--- src/core/pdmcap_pkg.sv ---
// shared constants and types for the digital microphone capture block
package pdmcap_pkg;

    // microphone bit clock and system clock rates
    localparam int unsigned SYS_CLK_FREQ_KHZ = 10000;  // core clock, 10 MHz
    localparam int unsigned MIC_CLK_FREQ_KHZ = 2048;   // default mic clock, 2.048MHz
    // the divider toggles the pin twice per mic clock period
    localparam int unsigned TOGGLE_RATE_KHZ  = 2 * MIC_CLK_FREQ_KHZ;
    localparam int unsigned NCO_WIDTH        = 15;     // holds sums below 2 x 10000

    // filter sizes
    localparam int unsigned CIC_WIDTH        = 20;     // holds +-2^18 for ratio 512
    localparam int unsigned PCM_WIDTH        = 16;     // width of one pcm channel

    // decimation ratio selection: ratio is 2^(RATE_LOG2_BASE + sel)
    localparam int unsigned RATE_SEL_WIDTH   = 2;
    localparam int unsigned RATE_LOG2_BASE   = 6;      // sel 0 gives ratio 64
    localparam logic [1:0]  RATE_SEL_RESET   = 2'h0;   // 32 kHz at 2.048 MHz
    localparam int unsigned DECIM_CNT_WIDTH  = 9;      // counts up to 511

    // reset values
    localparam logic        MIC_CLK_RESET    = 1'b0;   // clock idles low at reset

    // one stereo pcm sample handed to the audio link
    typedef struct packed {
        logic signed [PCM_WIDTH-1:0] left;   // left, rising-edge channel
        logic signed [PCM_WIDTH-1:0] right;  // right, falling-edge channel
    } pdmcap_pcm_t;

endpackage

--- src/core/pdmcap_cic.sv ---
`timescale 1ns/1ps
// second order cic decimator turning one 1-bit stream into wide samples
module pdmcap_cic
    import pdmcap_pkg::*;
#(
    parameter int unsigned WIDTH = CIC_WIDTH
) (
    input  wire logic                    clk,
    input  wire logic                    sys_rst,
    input  wire logic                    bit_en,
    input  wire logic                    bit_val,
    input  wire logic                    dump_en,
    output logic signed [WIDTH-1:0]      sample
);

    ////////////////////////////////////////////////////////////////////////////
    // state
    logic signed [WIDTH-1:0] int1_reg,  int1_next;   // first integrator
    logic signed [WIDTH-1:0] int2_reg,  int2_next;   // second integrator
    logic signed [WIDTH-1:0] dly1_reg,  dly1_next;   // first comb delay
    logic signed [WIDTH-1:0] dly2_reg,  dly2_next;   // second comb delay
    logic signed [WIDTH-1:0] out_reg,   out_next;    // last decimated sample
    logic signed [WIDTH-1:0] comb1;                  // first comb difference
    logic signed [WIDTH-1:0] in_val;                 // bit mapped to +1 / -1

    ////////////////////////////////////////////////////////////////////////////
    // integrators run at the bit rate, combs at the decimated rate
    always_comb begin
        in_val    = bit_val ? WIDTH'(1) : -WIDTH'(1);
        int1_next = int1_reg;
        int2_next = int2_reg;
        dly1_next = dly1_reg;
        dly2_next = dly2_reg;
        out_next  = out_reg;
        comb1     = int2_reg - dly1_reg;
        // integrate each new bit; wrap-around is harmless for a cic
        if (bit_en) begin
            int1_next = int1_reg + in_val;
            int2_next = int2_reg + int1_reg;
        end
        // comb stages at the sample boundary
        if (dump_en) begin
            dly1_next = int2_reg;
            dly2_next = comb1;
            out_next  = comb1 - dly2_reg;
        end
    end

    // registers only
    always_ff @(posedge clk) begin
        if (sys_rst) begin
            int1_reg <= '0;
            int2_reg <= '0;
            dly1_reg <= '0;
            dly2_reg <= '0;
            out_reg  <= '0;
        end else begin
            int1_reg <= int1_next;
            int2_reg <= int2_next;
            dly1_reg <= dly1_next;
            dly2_reg <= dly2_next;
            out_reg  <= out_next;
        end
    end

    assign sample = out_reg;

endmodule

--- src/core/pdmcap_capture.sv ---
`timescale 1ns/1ps
// digital microphone front end: clock generator, edge capture, decimation, pcm out

// How it works
// we drive the mic bit clock ourselves
// clock runs at 2.048MHz from reset
// mono or stereo on one data pin
// left bit taken at rising clock edge
// right bit taken at falling clock edge
// microphones drive 1-bit data with clock
// each stream filtered into multi-bit pcm
// pcm samples forwarded toward audio link
// decimation ratio sets output sample rate
// mono copies left into both channels
module pdmcap_capture
    import pdmcap_pkg::*;
#(
    parameter int unsigned SYS_KHZ = SYS_CLK_FREQ_KHZ,   // core clock rate
    parameter int unsigned MIC_KHZ = MIC_CLK_FREQ_KHZ    // mic clock rate
) (
    input  wire logic                      clk,
    input  wire logic                      sys_rst,
    input  wire logic                      stereo_mode,
    input  wire logic [RATE_SEL_WIDTH-1:0] rate_sel,
    input  wire logic                      mic_data,
    output logic                           mic_clk,
    output pdmcap_pcm_t                    pcm,
    output logic                           pcm_valid
);

    ////////////////////////////////////////////////////////////////////////////
    // constants derived from the rates
    localparam logic [NCO_WIDTH-1:0] NCO_INC = NCO_WIDTH'(2 * MIC_KHZ);  // toggle step
    localparam logic [NCO_WIDTH-1:0] NCO_MOD = NCO_WIDTH'(SYS_KHZ);      // wrap point
    localparam int unsigned          WIDE    = CIC_WIDTH + 3;            // scaled width

    ////////////////////////////////////////////////////////////////////////////
    // functions
    // log2 of the decimation ratio for a rate selection
    function automatic logic [3:0] ratio_log2(input logic [RATE_SEL_WIDTH-1:0] sel);
        ratio_log2 = 4'(RATE_LOG2_BASE) + 4'(sel);
    endfunction

    // scale a cic sample of gain ratio^2 to full-scale pcm, saturating
    function automatic logic signed [PCM_WIDTH-1:0] to_pcm(input logic signed [CIC_WIDTH-1:0] v,
                                                          input logic [3:0] lg);
        logic signed [WIDE-1:0] w;
        logic [4:0]             sh;
        w  = {v, 3'h0};
        sh = 5'({lg, 1'b0} - 5'h0c);
        w  = w >>> sh;
        if (w > WIDE'(16'sh7fff)) begin
            to_pcm = 16'sh7fff;
        end else if (w < -WIDE'(16'sh7fff) - WIDE'(1)) begin
            to_pcm = -16'sh7fff - 16'sh0001;
        end else begin
            to_pcm = w[PCM_WIDTH-1:0];
        end
    endfunction

    ////////////////////////////////////////////////////////////////////////////
    // mic clock generator: fractional divider, one toggle enable per half period
    logic [NCO_WIDTH-1:0] nco_reg,     nco_next;      // phase accumulator
    logic                 mic_clk_reg, mic_clk_next;  // driven clock level
    logic                 rise_ev,     fall_ev;       // edge being made this cycle
    logic [NCO_WIDTH-1:0] nco_sum;                    // accumulator plus step
    // edge events are delayed by the two sync flops, so a capture sees the pin
    // as it stood at the clock edge itself, not two cycles before it
    logic [1:0]           rise_pipe_reg, rise_pipe_next;  // rise event delay line
    logic [1:0]           fall_pipe_reg, fall_pipe_next;  // fall event delay line
    logic                 cap_rise;                       // take left bit now
    logic                 cap_fall;                       // take right bit now

    always_comb begin
        nco_sum      = nco_reg + NCO_INC;
        nco_next     = nco_sum;
        mic_clk_next = mic_clk_reg;
        rise_ev      = 1'b0;
        fall_ev      = 1'b0;
        // wrap and toggle the clock pin
        if (nco_sum >= NCO_MOD) begin
            nco_next     = nco_sum - NCO_MOD;
            mic_clk_next = ~mic_clk_reg;
            rise_ev      = ~mic_clk_reg;
            fall_ev      = mic_clk_reg;
        end
        // line the edge events up with the synchronised pin
        rise_pipe_next = {rise_pipe_reg[0], rise_ev};
        fall_pipe_next = {fall_pipe_reg[0], fall_ev};
    end

    always_ff @(posedge clk) begin
        if (sys_rst) begin
            nco_reg       <= '0;
            mic_clk_reg   <= MIC_CLK_RESET;
            rise_pipe_reg <= '0;
            fall_pipe_reg <= '0;
        end else begin
            nco_reg       <= nco_next;
            mic_clk_reg   <= mic_clk_next;
            rise_pipe_reg <= rise_pipe_next;
            fall_pipe_reg <= fall_pipe_next;
        end
    end

    // capture strobes: pin value sampled at the edge that made the mic clock change
    assign cap_rise = rise_pipe_reg[1];
    assign cap_fall = fall_pipe_reg[1];

    ////////////////////////////////////////////////////////////////////////////
    // data pin synchroniser, two flops before any logic
    logic data_meta_reg;   // first stage, read only by the second
    logic data_sync_reg;   // safe copy of the pin

    always_ff @(posedge clk) begin
        if (sys_rst) begin
            data_meta_reg <= 1'b0;
            data_sync_reg <= 1'b0;
        end else begin
            data_meta_reg <= mic_data;
            data_sync_reg <= data_meta_reg;
        end
    end

    ////////////////////////////////////////////////////////////////////////////
    // decimation counter and rate latch
    logic [DECIM_CNT_WIDTH-1:0] dec_cnt_reg, dec_cnt_next;    // rising edges so far
    logic [RATE_SEL_WIDTH-1:0]  rate_reg,    rate_next;       // active rate
    logic [DECIM_CNT_WIDTH-1:0] dec_last;                     // last count of a frame
    logic                       dump;                         // sample boundary
    logic                       dump_dly_reg, dump_dly_next;  // cic output ready

    always_comb begin
        dec_last      = DECIM_CNT_WIDTH'((10'h001 << ratio_log2(rate_reg)) - 10'h001);
        dec_cnt_next  = dec_cnt_reg;
        rate_next     = rate_reg;
        dump          = 1'b0;
        dump_dly_next = 1'b0;
        // count mic clock periods; ratio = mic rate / sample rate
        if (cap_rise) begin
            if (dec_cnt_reg == dec_last) begin
                dec_cnt_next  = '0;
                dump          = 1'b1;
                dump_dly_next = 1'b1;
                // rate changes only at a sample boundary
                rate_next     = rate_sel;
            end else begin
                dec_cnt_next  = dec_cnt_reg + DECIM_CNT_WIDTH'(1);
            end
        end
    end

    always_ff @(posedge clk) begin
        if (sys_rst) begin
            dec_cnt_reg  <= '0;
            rate_reg     <= RATE_SEL_RESET;
            dump_dly_reg <= 1'b0;
        end else begin
            dec_cnt_reg  <= dec_cnt_next;
            rate_reg     <= rate_next;
            dump_dly_reg <= dump_dly_next;
        end
    end

    ////////////////////////////////////////////////////////////////////////////
    // per-channel filters; microphones present data in step with our clock
    logic signed [CIC_WIDTH-1:0] left_raw;    // left decimated sample
    logic signed [CIC_WIDTH-1:0] right_raw;   // right decimated sample
    logic [3:0]                  used_lg;     // ratio of the finished sample

    // left bit taken as the clock rises
    pdmcap_cic #(
        .WIDTH   (CIC_WIDTH)
    ) u_left (
        .clk     (clk),
        .sys_rst (sys_rst),
        .bit_en  (cap_rise),
        .bit_val (data_sync_reg),
        .dump_en (dump),
        .sample  (left_raw)
    );

    // right bit taken as the clock falls, same pin
    pdmcap_cic #(
        .WIDTH   (CIC_WIDTH)
    ) u_right (
        .clk     (clk),
        .sys_rst (sys_rst),
        .bit_en  (cap_fall),
        .bit_val (data_sync_reg),
        .dump_en (dump),
        .sample  (right_raw)
    );

    ////////////////////////////////////////////////////////////////////////////
    // pcm output stage toward the link
    pdmcap_pcm_t pcm_reg,       pcm_next;        // held stereo sample
    logic        pcm_valid_reg, pcm_valid_next;  // one-cycle strobe
    logic [3:0]  lg_reg,        lg_next;         // ratio used by the sample in flight

    always_comb begin
        used_lg        = lg_reg;
        lg_next        = dump ? ratio_log2(rate_reg) : lg_reg;
        pcm_next       = pcm_reg;
        pcm_valid_next = 1'b0;
        // hand each finished sample to the link
        if (dump_dly_reg) begin
            pcm_valid_next = 1'b1;
            pcm_next.left  = to_pcm(left_raw, used_lg);
            // mono copies left to both channels
            pcm_next.right = stereo_mode ? to_pcm(right_raw, used_lg) : to_pcm(left_raw, used_lg);
        end
    end

    always_ff @(posedge clk) begin
        if (sys_rst) begin
            pcm_reg       <= '0;
            pcm_valid_reg <= 1'b0;
            lg_reg        <= 4'(RATE_LOG2_BASE);
        end else begin
            pcm_reg       <= pcm_next;
            pcm_valid_reg <= pcm_valid_next;
            lg_reg        <= lg_next;
        end
    end

    ////////////////////////////////////////////////////////////////////////////
    // outputs straight from flops
    assign mic_clk   = mic_clk_reg;
    assign pcm       = pcm_reg;
    assign pcm_valid = pcm_valid_reg;

endmodule

--- config.mk ---
export PLATFORM = sky130hd
export DESIGN_NAME = pdmcap_capture
export DESIGN_NICKNAME = d
export VERILOG_FILES = /design/src/core/pdmcap_pkg.sv /design/src/core/pdmcap_cic.sv /design/src/core/pdmcap_capture.sv
export SDC_FILE = /design/constraint.sdc
export NUM_CORES = 1
export LEC_CHECK = 0
export ABC_AREA = 1
export BUFFER_PORTS_ARGS = -buffer_cell sky130_fd_sc_hd__buf_2
export CAP_MARGIN = 10
export CORE_UTILIZATION = 50
export CTS_CLUSTER_SIZE = 12
export DETAILED_ROUTE_END_ITERATION = 7
export PLACE_DENSITY_LB_ADDON = 0.05
export SLEW_MARGIN = 10
export SYNTH_ARGS = -nofsm -noshare
export SYNTH_HDL_FRONTEND = slang
export SYNTH_HIERARCHICAL = 1
export SYNTH_SLANG_ARGS = --single-unit
export TNS_END_PERCENT = 30
--- constraint.sdc ---
create_clock -name clk -period 6.4 [get_ports clk]
set_clock_uncertainty 0.1 [all_clocks]
set_input_delay 1.28 -clock clk [delete_from_list [all_inputs] [get_ports clk]]
set_output_delay 1.28 -clock clk [all_outputs]
set_load 0.05 [all_outputs]
==> results of run 1 <==
[power groups by stage]
stage	Clock (mW)	Combinational (mW)	Sequential, mW
floorplan	0	4.74	1.91
global placement	0	5.99	1.96
detailed placement	0	6.05	1.96
CTS	2.09	6.07	1.93
global route	2.15	6.98	1.95
finish	2.03	6.11	1.93
[metal layers]
metal / part of all wire, % / GRT usage, % / up-vias
met2: 47 / 45.7 / 357
met5: 0 / 0 / -
met4: 3.5 / 10.5 / 0
li1: - / - / 10166
met3: 3.4 / 2.84 / 112
met1: 46 / 32.1 / 8731
[final cells by class]
cell class              count  area [um2]
repair buffers             50         280
flip-flops and latches    266        5330
multi-input cells        2232       12500
inverters                 495        1860
clock inverters            11         159
clock buffers              50        1030
fillers                  4084       17900
well taps                 525         657
[logic make-up (layout without fill, tap and decap cells)]
family | count (synthesis) | count (layout) | share of synthesized area [%]
compound gates | 699 | 699 | 19.7
xor+xnor | 87 | 87 | 3.79
fa+ha+maj | 165 | 165 | 10.6
buf+inv | 592 | 606 | 11.5
flops | 266 | 266 | 26.5
mux | 19 | 19 | 0.945
simple gates | 1262 | 1262 | 27.0
[Yosys cell counts, drive strengths merged]
cell	n	share of area, %
a21boi	10	0.37
a21o	20	0.75
a21oi	302	7.6
a221oi	2	0.087
a22oi	1	0.037
a31oi	11	0.34
and2	4	0.12
buf	28	1.0
clkbuf	69	1.3
clkinv	5	0.093
dfxtp	266	26
fa	8	0.80
ha	157	9.8
inv	490	9.1
mux2i	19	0.94
nand2	597	12
nand3	221	5.5
nand3b	10	0.37
nand4	44	1.4
nor2	338	6.5
nor3	28	0.80
nor3b	1	0.037
nor4	8	0.31
o211ai	41	1.5
o21a	3	0.11
o21ai	240	6.0
o21bai	31	1.3
o221ai	34	1.5
o22ai	2	0.062
o31ai	2	0.075
or2	9	0.28
or3b	2	0.087
xnor2	27	1.2
xor2	60	2.6
[through the flow]
| step | setup slack, ns | total power, mW | instance area, um2 |
|---|---|---|---|
| detailed placement | 2.68 | 8.02 | 20600 |
| CTS | 2.75 | 10.1 | 21800 |
| global placement | 2.71 | 7.95 | 20600 |
| floorplan | 3.31 | 6.65 | 20100 |
| global route | 2.38 | 11.1 | 21800 |
| finish | 2.74 | 10.1 | 21800 |
[worst register-to-register path: cells and delay by family (launching register included)]
family	cells	cell delay, ns
AND/OR/NAND/NOR	11	1.38
adder cells (fa/ha/maj)	3	0.84
AO/OA/AOI/OAI	2	0.30
XOR/XNOR	1	0.23
buffers and inverters	4	0.35
flip-flops	1	0.34
[worst max path at each step]
stage / depth (start not counted) / from / slack, ns / endpoint
floorplan: 22 / u_right/int2_reg[0]$_SDFFE_PP0P_ / 3.31 / u_right/sample[19]$_SDFFE_PP0P_
global placement: 6 / sys_rst / 2.71 / dec_cnt_reg[6]$_SDFFE_PP0P_
detailed placement: 6 / sys_rst / 2.68 / dec_cnt_reg[8]$_SDFFE_PP0P_
CTS: 20 / u_right/int2_reg[0]$_SDFFE_PP0P_ / 2.75 / u_right/sample[17]$_SDFFE_PP0P_
global route: 22 / u_left/int2_reg[0]$_SDFFE_PP0P_ / 2.38 / u_left/sample[17]$_SDFFE_PP0P_
finish: 21 / u_left/int2_reg[0]$_SDFFE_PP0P_ / 2.74 / u_left/sample[17]$_SDFFE_PP0P_
==> reports/qor_table.md, run 1 <==
| Quantity | Value |
| --- | --- |
| Number of warnings printed during yosys synthesis | 6 |
| Buffers from clock root to sink, at most | 3 |
| Number of cells on the worst reg-to-reg path | 21 |
| Via count of the first global-routing pass | 18575 |
| Cell family contributing the most delay on the critical path | simple AND/OR/NAND/NOR gates |
| Final critical delay including setup and external delays | 3.66 ns |
| Final RePlAce weighted congestion | 0.956 |
| Die Height | 203 um |
| Min-Delay Path Depth | 2 |
| Antenna cell count | 0 |
| Peak per-stage delay on the critical path | 0.40 ns |
| Buffer cell driving the clock tree root | sky130_fd_sc_hd__clkbuf_16 |
| Final cell utilization of the core | 54.9% |
| Ratio of cells with drive above 1 in the final layout | 6.15% |
| Req. time, crit path | 6.73 ns |
| Overall routed net length | 53100 um |
| Clock latency on the worst-skew pair | 0.54 ns |
| P&R area growth vs syn | 8.33% |
| First-pass GRT wire length | 88600 um |
| Internal power of the cells | 5.21 mW |
| Sequential share of the synthesized area | 26.5% |
| Data arrival, critical path | 3.99 ns |
| Sequence of cells on the critical path | inv_1 -> ha_1 -> fa_1 -> inv_1 -> nand2_1 -> o21ai_2 -> nand3_1 -> nand3_1 -> nand3_1 -> nand2_1 -> xor2_1 -> ha_1 -> nand2_1 -> inv_1 -> nand3_1 -> nor2_1 -> nand4_1 -> nand4_1 -> nand3_1 -> o211ai_1 -> inv_1 |
| Average size of a mapped cell | 6.51 um2 |
| Clock network fraction of design power | 20.2% |
| Number of distinct library cells after synthesis | 53 |
| Sw frac | 48.3% |
| Post CTS Setup Buffer Count | 0 |
| Part of the total power dissipated in sequential elements | 19.2% |
| Number of placed cells counting well taps | 3568 |
| Cell type with the highest occurrence count on the critical path | sky130_fd_sc_hd__nand3_1 |
| Slowest library cell on the worst path | sky130_fd_sc_hd__fa_1 |
| TritonCTS Buffers | 34 |
| DR WL/cell | 14.6 um |
| # nets final | 3250 |
| Power per cell area | 462 mW/mm2 |
| Number of DRC markers after the initial detailed-route iteration | 1154 |
| Count of port buffers added during placement | 39 |
| Initial standard-cell utilization of the core | 50.7% |
| Final HPWL DP | 40200 um |
| H-tree lvl count | 2 |
| Type of the worst setup path | register to register |
| Remaining antenna violation count after routing | 0 |
| Hold violation count in the final report | 0 |
| Vias post-DR | 19366 |
| Tightest Pin Transition | 1.16 ns |
| Leakage power | 11.1 nW |
| DRC viols | 0 |
| Post-CTS Resized | 0 |
| Worst relative slew slack | 22.7% |
| TritonCTS clock tree | done |
| Initial antenna violation count | 0 |
| Min-delay src | data_meta_reg$_SDFF_PP0_ |
| Maximum fanout along the worst path | 4 |
| Highest-count cells in the layout ignoring fill and taps | sky130_fd_sc_hd__nand2_1, sky130_fd_sc_hd__inv_1, sky130_fd_sc_hd__nor2_1 |
| FF-to-FF End | u_left/sample[17]$_SDFFE_PP0P_ |
| Final std cells w/o fill | 3629 |
| Number of buffers inserted by hold repair at cts | 0 |
| Worst Hold Path EP | data_sync_reg$_SDFF_PP0_ |
| Number of max-capacitance violations reported | 0 |
| Worst hold path type | register to register |
| Flop and latch count out of synthesis | 266 |
| Die ar. | 0.0411 mm2 |
| Comb power frac | 60.7% |
| Highest Clock Rate | 273 MHz |
| Count of mapped cells out of synthesis | 3090 |
| Outcome | finished, final reports clean |
| Setup TNS Final | 0 ns |
| Critical register-to-register path startpoint | u_left/int2_reg[0]$_SDFFE_PP0P_ |
| DR vias/cell | 5.34 |
| Total routing resource utilization after global routing | 26.0% |
| Std-Cell Core Area | 0.0397 mm2 |
| Capturing element type of the critical path | register |
| GRT Residual Overflow | 0 |
| Sink count of the clock tree | 266 |
| Leading cell type in the layout, fill and taps excluded | sky130_fd_sc_hd__nand2_1 |
| Die width | 203 um |
| Startpoint kind of the worst setup timing path | register |
| Net switching power of the design | 4.87 mW |
| I/O pin cnt | 40 |
| Number of pins exceeding their max-slew limit in the final report | 0 |
| Cell Area, Synth | 0.0201 mm2 |
| Clock transition at the registers of the reported paths | 0.06 ns |
| # rows | 73 |
| Largest net degree at the start of global routing | 82 |
| Final setup vio count | 0 |
| Post-Synthesis Net Count | 3261 |
| RSZ-0062 raised after global routing | no |
| Number of detailed-routing iterations run before antenna repair | 6 |
| IR drop worst, VDD | 0.210 mV |
| Number of buffer and inverter stages on the critical path | 4 |
| Part of the cycle the worst path needs | 57.2% |
| Worst hold-check slack | 0.299 ns |
| Register-to-register setup slack | 2.74 ns |
| Flip-flop count of the largest register, all copies and words added | 32 |
Note: power is estimated with default switching activity, not from simulation.
==> run 2, diff against run 1 <==
- clock period: 6.4 -> 3.6 ns (I/O delays scaled with it)
==> run 2 against run 1 <==
  * Global-route usage is 0.38 points higher
  * Total power grew 81%
  * Highest routed layer unchanged
  * Clock power increased by 72%
  * Critical path type unchanged
  * Die area stayed put
  * Hold slack got worse by 0.0083 ns
  * Combinational power grew 85%
  * First-iteration DRC count shrank 6.2%
  * Maximum frequency rose by 9.3%
  * Sequential cell count stayed put
  * Via count is 0.61% higher
  * Largest power group unchanged
  * Non-clock buffer count up 18
  * Critical path depth unchanged
==> reports/qor_table.md, run 2 (synthesis results as in run 1) <==
| Quantity | Value | Change |
| --- | --- | --- |
| Buffer cell driving the clock tree root | sky130_fd_sc_hd__clkbuf_16 |  |
| Worst relative slew slack | 26.8% | +4.1 points |
| Most heavily used metal layer in global routing | met2 |  |
| Highest Clock Rate | 298 MHz | +9.3% |
| Register-to-register setup slack | 0.25 ns | -2.49 ns |
| Remaining antenna violation count after routing | 0 | unchanged |
| Slowest library cell on the worst path | sky130_fd_sc_hd__ha_2 |  |
| Final setup vio count | 0 | unchanged |
| Overall routed net length | 54500 um | +2.5% |
| Type of the worst setup path | register to register |  |
| Tightest Pin Transition | 1.10 ns | -0.0618 ns |
| I/O pin cnt | 40 | unchanged |
| Number of detailed-routing iterations run before antenna repair | 5 | -1 |
| Vias post-DR | 19484 | +0.61% |
| P&R area growth vs syn | 9.65% |  |
| Design Power | 18.2 mW | +81% |
| Met1 capacity usage during global routing | 32.5% | +0.40 points |
| Std-Cell Core Area | 0.0397 mm2 | unchanged |
| Die ar. | 0.0411 mm2 | unchanged |
| Ratio of cells with drive above 1 in the final layout | 7.73% | +1.6 points |
| Placed Area | 0.0208 mm2 | +0.68% |
| Power per cell area | 826 mW/mm2 | +79% |
| DR vias/cell | 5.35 | +0.22% |
| Final critical delay including setup and external delays | 3.35 ns | -0.312 ns |
| Met3 GRT Util | 2.60% | -0.24 points |
| Number of cells on the worst reg-to-reg path | 21 | unchanged |
| Final RePlAce weighted congestion | 0.940 | -1.6% |
| Final instance area | 0.0221 mm2 | +1.2% |
| Critical register-to-register path startpoint | u_right/int2_reg[0]$_SDFFE_PP0P_ |  |
| Min-delay src | mic_data |  |
| H-tree lvl count | 2 | unchanged |
| Data arrival, critical path | 3.74 ns | -0.25 ns |
| RSZ-0062 raised after global routing | yes |  |
| Part of the cycle the worst path needs | 93.1% | +36 points |
| DRC viols | 0 | unchanged |
| Capturing element type of the critical path | register |  |
| Sink count of the clock tree | 266 | unchanged |
| Outcome | finished, final reports clean |  |
| Final HPWL DP | 41200 um | +2.5% |
| FF-to-FF End | u_right/sample[17]$_SDFFE_PP0P_ |  |
| # rows | 73 | unchanged |
| Req. time, crit path | 3.98 ns | -2.75 ns |
| Worst Hold Path EP | data_meta_reg$_SDFF_PP0_ |  |
| First-pass GRT wire length | 89400 um | +0.80% |
| Worst hold-check slack | 0.290 ns | -0.00834 ns |
| # nets final | 3269 | +0.58% |
| Number of DRC markers after the initial detailed-route iteration | 1082 | -6.2% |
| Initial antenna violation count | 0 | unchanged |
| Buffers from clock root to sink, at most | 3 | unchanged |
| Final critical-path setup slack | 0.248 ns | -2.49 ns |
| Min-Delay Path Depth | 3 | +1 |
| Maximum fanout along the worst path | 5 | +1 |
| Count of port buffers added during placement | 39 | unchanged |
| TritonCTS Buffers | 35 | +2.9% |
| Highest-count cells in the layout ignoring fill and taps | sky130_fd_sc_hd__nand2_1, sky130_fd_sc_hd__inv_1, sky130_fd_sc_hd__nor2_1 |  |
| Hold violation count in the final report | 0 | unchanged |
| Largest net degree at the start of global routing | 129 | +57% |
| Clock latency on the worst-skew pair | 0.54 ns | about the same |
| Final cell utilization of the core | 55.6% | +0.67 points |
| Startpoint kind of the worst setup timing path | register |  |
| Total routing resource utilization after global routing | 26.3% | +0.38 points |
| Flip-flop count of the largest register, all copies and words added | 32 | unchanged |
| Leakage power | 11.2 nW | +0.95% |
| Clock transition at the registers of the reported paths | 0.06 ns | about the same |
| Worst hold path type | primary input to register |  |
| Die width | 203 um | unchanged |
| Worst slack, placed | 0.0787 ns | -2.60 ns |
| Number of pins exceeding their max-slew limit in the final report | 0 | unchanged |
| Number of buffers inserted by hold repair at cts | 0 | unchanged |
| Initial standard-cell utilization of the core | 50.7% | unchanged |
| Leading cell type in the layout, fill and taps excluded | sky130_fd_sc_hd__nand2_1 |  |
| Die Height | 203 um | unchanged |
| IR drop worst, VDD | 0.393 mV | +87% |
| Via count of the first global-routing pass | 18372 | -1.1% |
| DR WL/cell | 15.0 um | +2.1% |
| Number of max-capacitance violations reported | 0 | unchanged |
| Peak per-stage delay on the critical path | 0.39 ns | about the same |
| Met2 GRT Util | 47.2% | +1.6 points |
| TritonCTS clock tree | done |  |
| Antenna cell count | 0 | unchanged |
| GRT Residual Overflow | 0 | unchanged |
| Sequence of cells on the critical path | inv_1 -> ha_1 -> fa_2 -> inv_2 -> nand2_1 -> o21ai_2 -> nand3_1 -> nand3_2 -> a21oi_1 -> xor2_1 -> ha_2 -> nand2_2 -> inv_1 -> nand3_2 -> nor2_2 -> nand4_1 -> nand3_1 -> nand2_1 -> nand3_1 -> o211ai_1 -> inv_1 |  |
-- run 2: changes by cell type in the layout (fill, tap and decap cells not counted), moves of 3 or more --
cell                       before  now
sky130_fd_sc_hd__a21oi_1      298  288
sky130_fd_sc_hd__nand3_2        1    4
sky130_fd_sc_hd__clkbuf_8       6    2
sky130_fd_sc_hd__ha_2           0    3
sky130_fd_sc_hd__a21oi_2        4   14
sky130_fd_sc_hd__ha_1         157  153
sky130_fd_sc_hd__nand3_1      220  217
sky130_fd_sc_hd__buf_4         12   28
-- run 2: per-stage QoR --
| stage | std cells | TNS, ns |
|---|---|---|
| final | 3643 | 0 |
| after global routing | 3643 | -0.0364 |
| after CTS | 3642 | 0 |
| after detailed placement | 3585 | 0 |
| after global placement | 3585 | 0 |
| after floorplan | 3090 | 0 |
-- run 2: worst max path at each step --
stage,to,slack [ns],depth (start not counted),startpoint
after detailed placement,u_right/sample[17]$_SDFFE_PP0P_,0.08,20,u_right/int2_reg[0]$_SDFFE_PP0P_
final,u_right/sample[17]$_SDFFE_PP0P_,0.25,21,u_right/int2_reg[0]$_SDFFE_PP0P_
after CTS,u_right/sample[17]$_SDFFE_PP0P_,0.08,20,u_right/int2_reg[0]$_SDFFE_PP0P_
after global placement,u_right/sample[17]$_SDFFE_PP0P_,0.13,20,u_right/int2_reg[0]$_SDFFE_PP0P_
after floorplan,u_right/sample[19]$_SDFFE_PP0P_,0.51,22,u_right/int2_reg[0]$_SDFFE_PP0P_
after global routing,u_right/sample[11]$_SDFFE_PP0P_,-0.02,19,u_right/int2_reg[0]$_SDFFE_PP0P_
-- run 2: power by group --
group / switching [mW] / leakage (nW) / internal, mW
Sequential: 0.234 / 2.15 / 3.18
Combinational: 7.33 / 8.49 / 4.00
Clock: 1.31 / 0.560 / 2.18
Total: 8.87 / 11.2 / 9.36
-- run 2: area by class of cell --
cell class	count	area, um2
fill	4014	17700
multi-input combinational	2232	12600
sequential	266	5330
inverter	495	1860
clock buffer	44	972
tap	525	657
timing repair buffer	68	448
clock inverter	13	170
-- run 2: what timing repair did --
item,4_1_cts,5_1_grt
setup buffers,0,0
setup endpoints to repair,0,14
hold endpoints to repair,0,0
resized for setup,0,37
-- run 2: per-layer routing --
layer  wire (um)  part of all wire [%]
met3        1620                   3.0
met2       26200                    48
met1       25100                    46
met5           0                     0
met4        1570                   2.9
-- run 2: critical path, delay by kind of cell, from the launching register on --
kind,cells,cell delay [ns]
AO/OA/AOI/OAI,3,0.30
XOR/XNOR,1,0.19
adder cells (fa/ha/maj),3,0.98
buffers and inverters,4,0.33
flip-flops,1,0.34
AND/OR/NAND/NOR,10,1.05
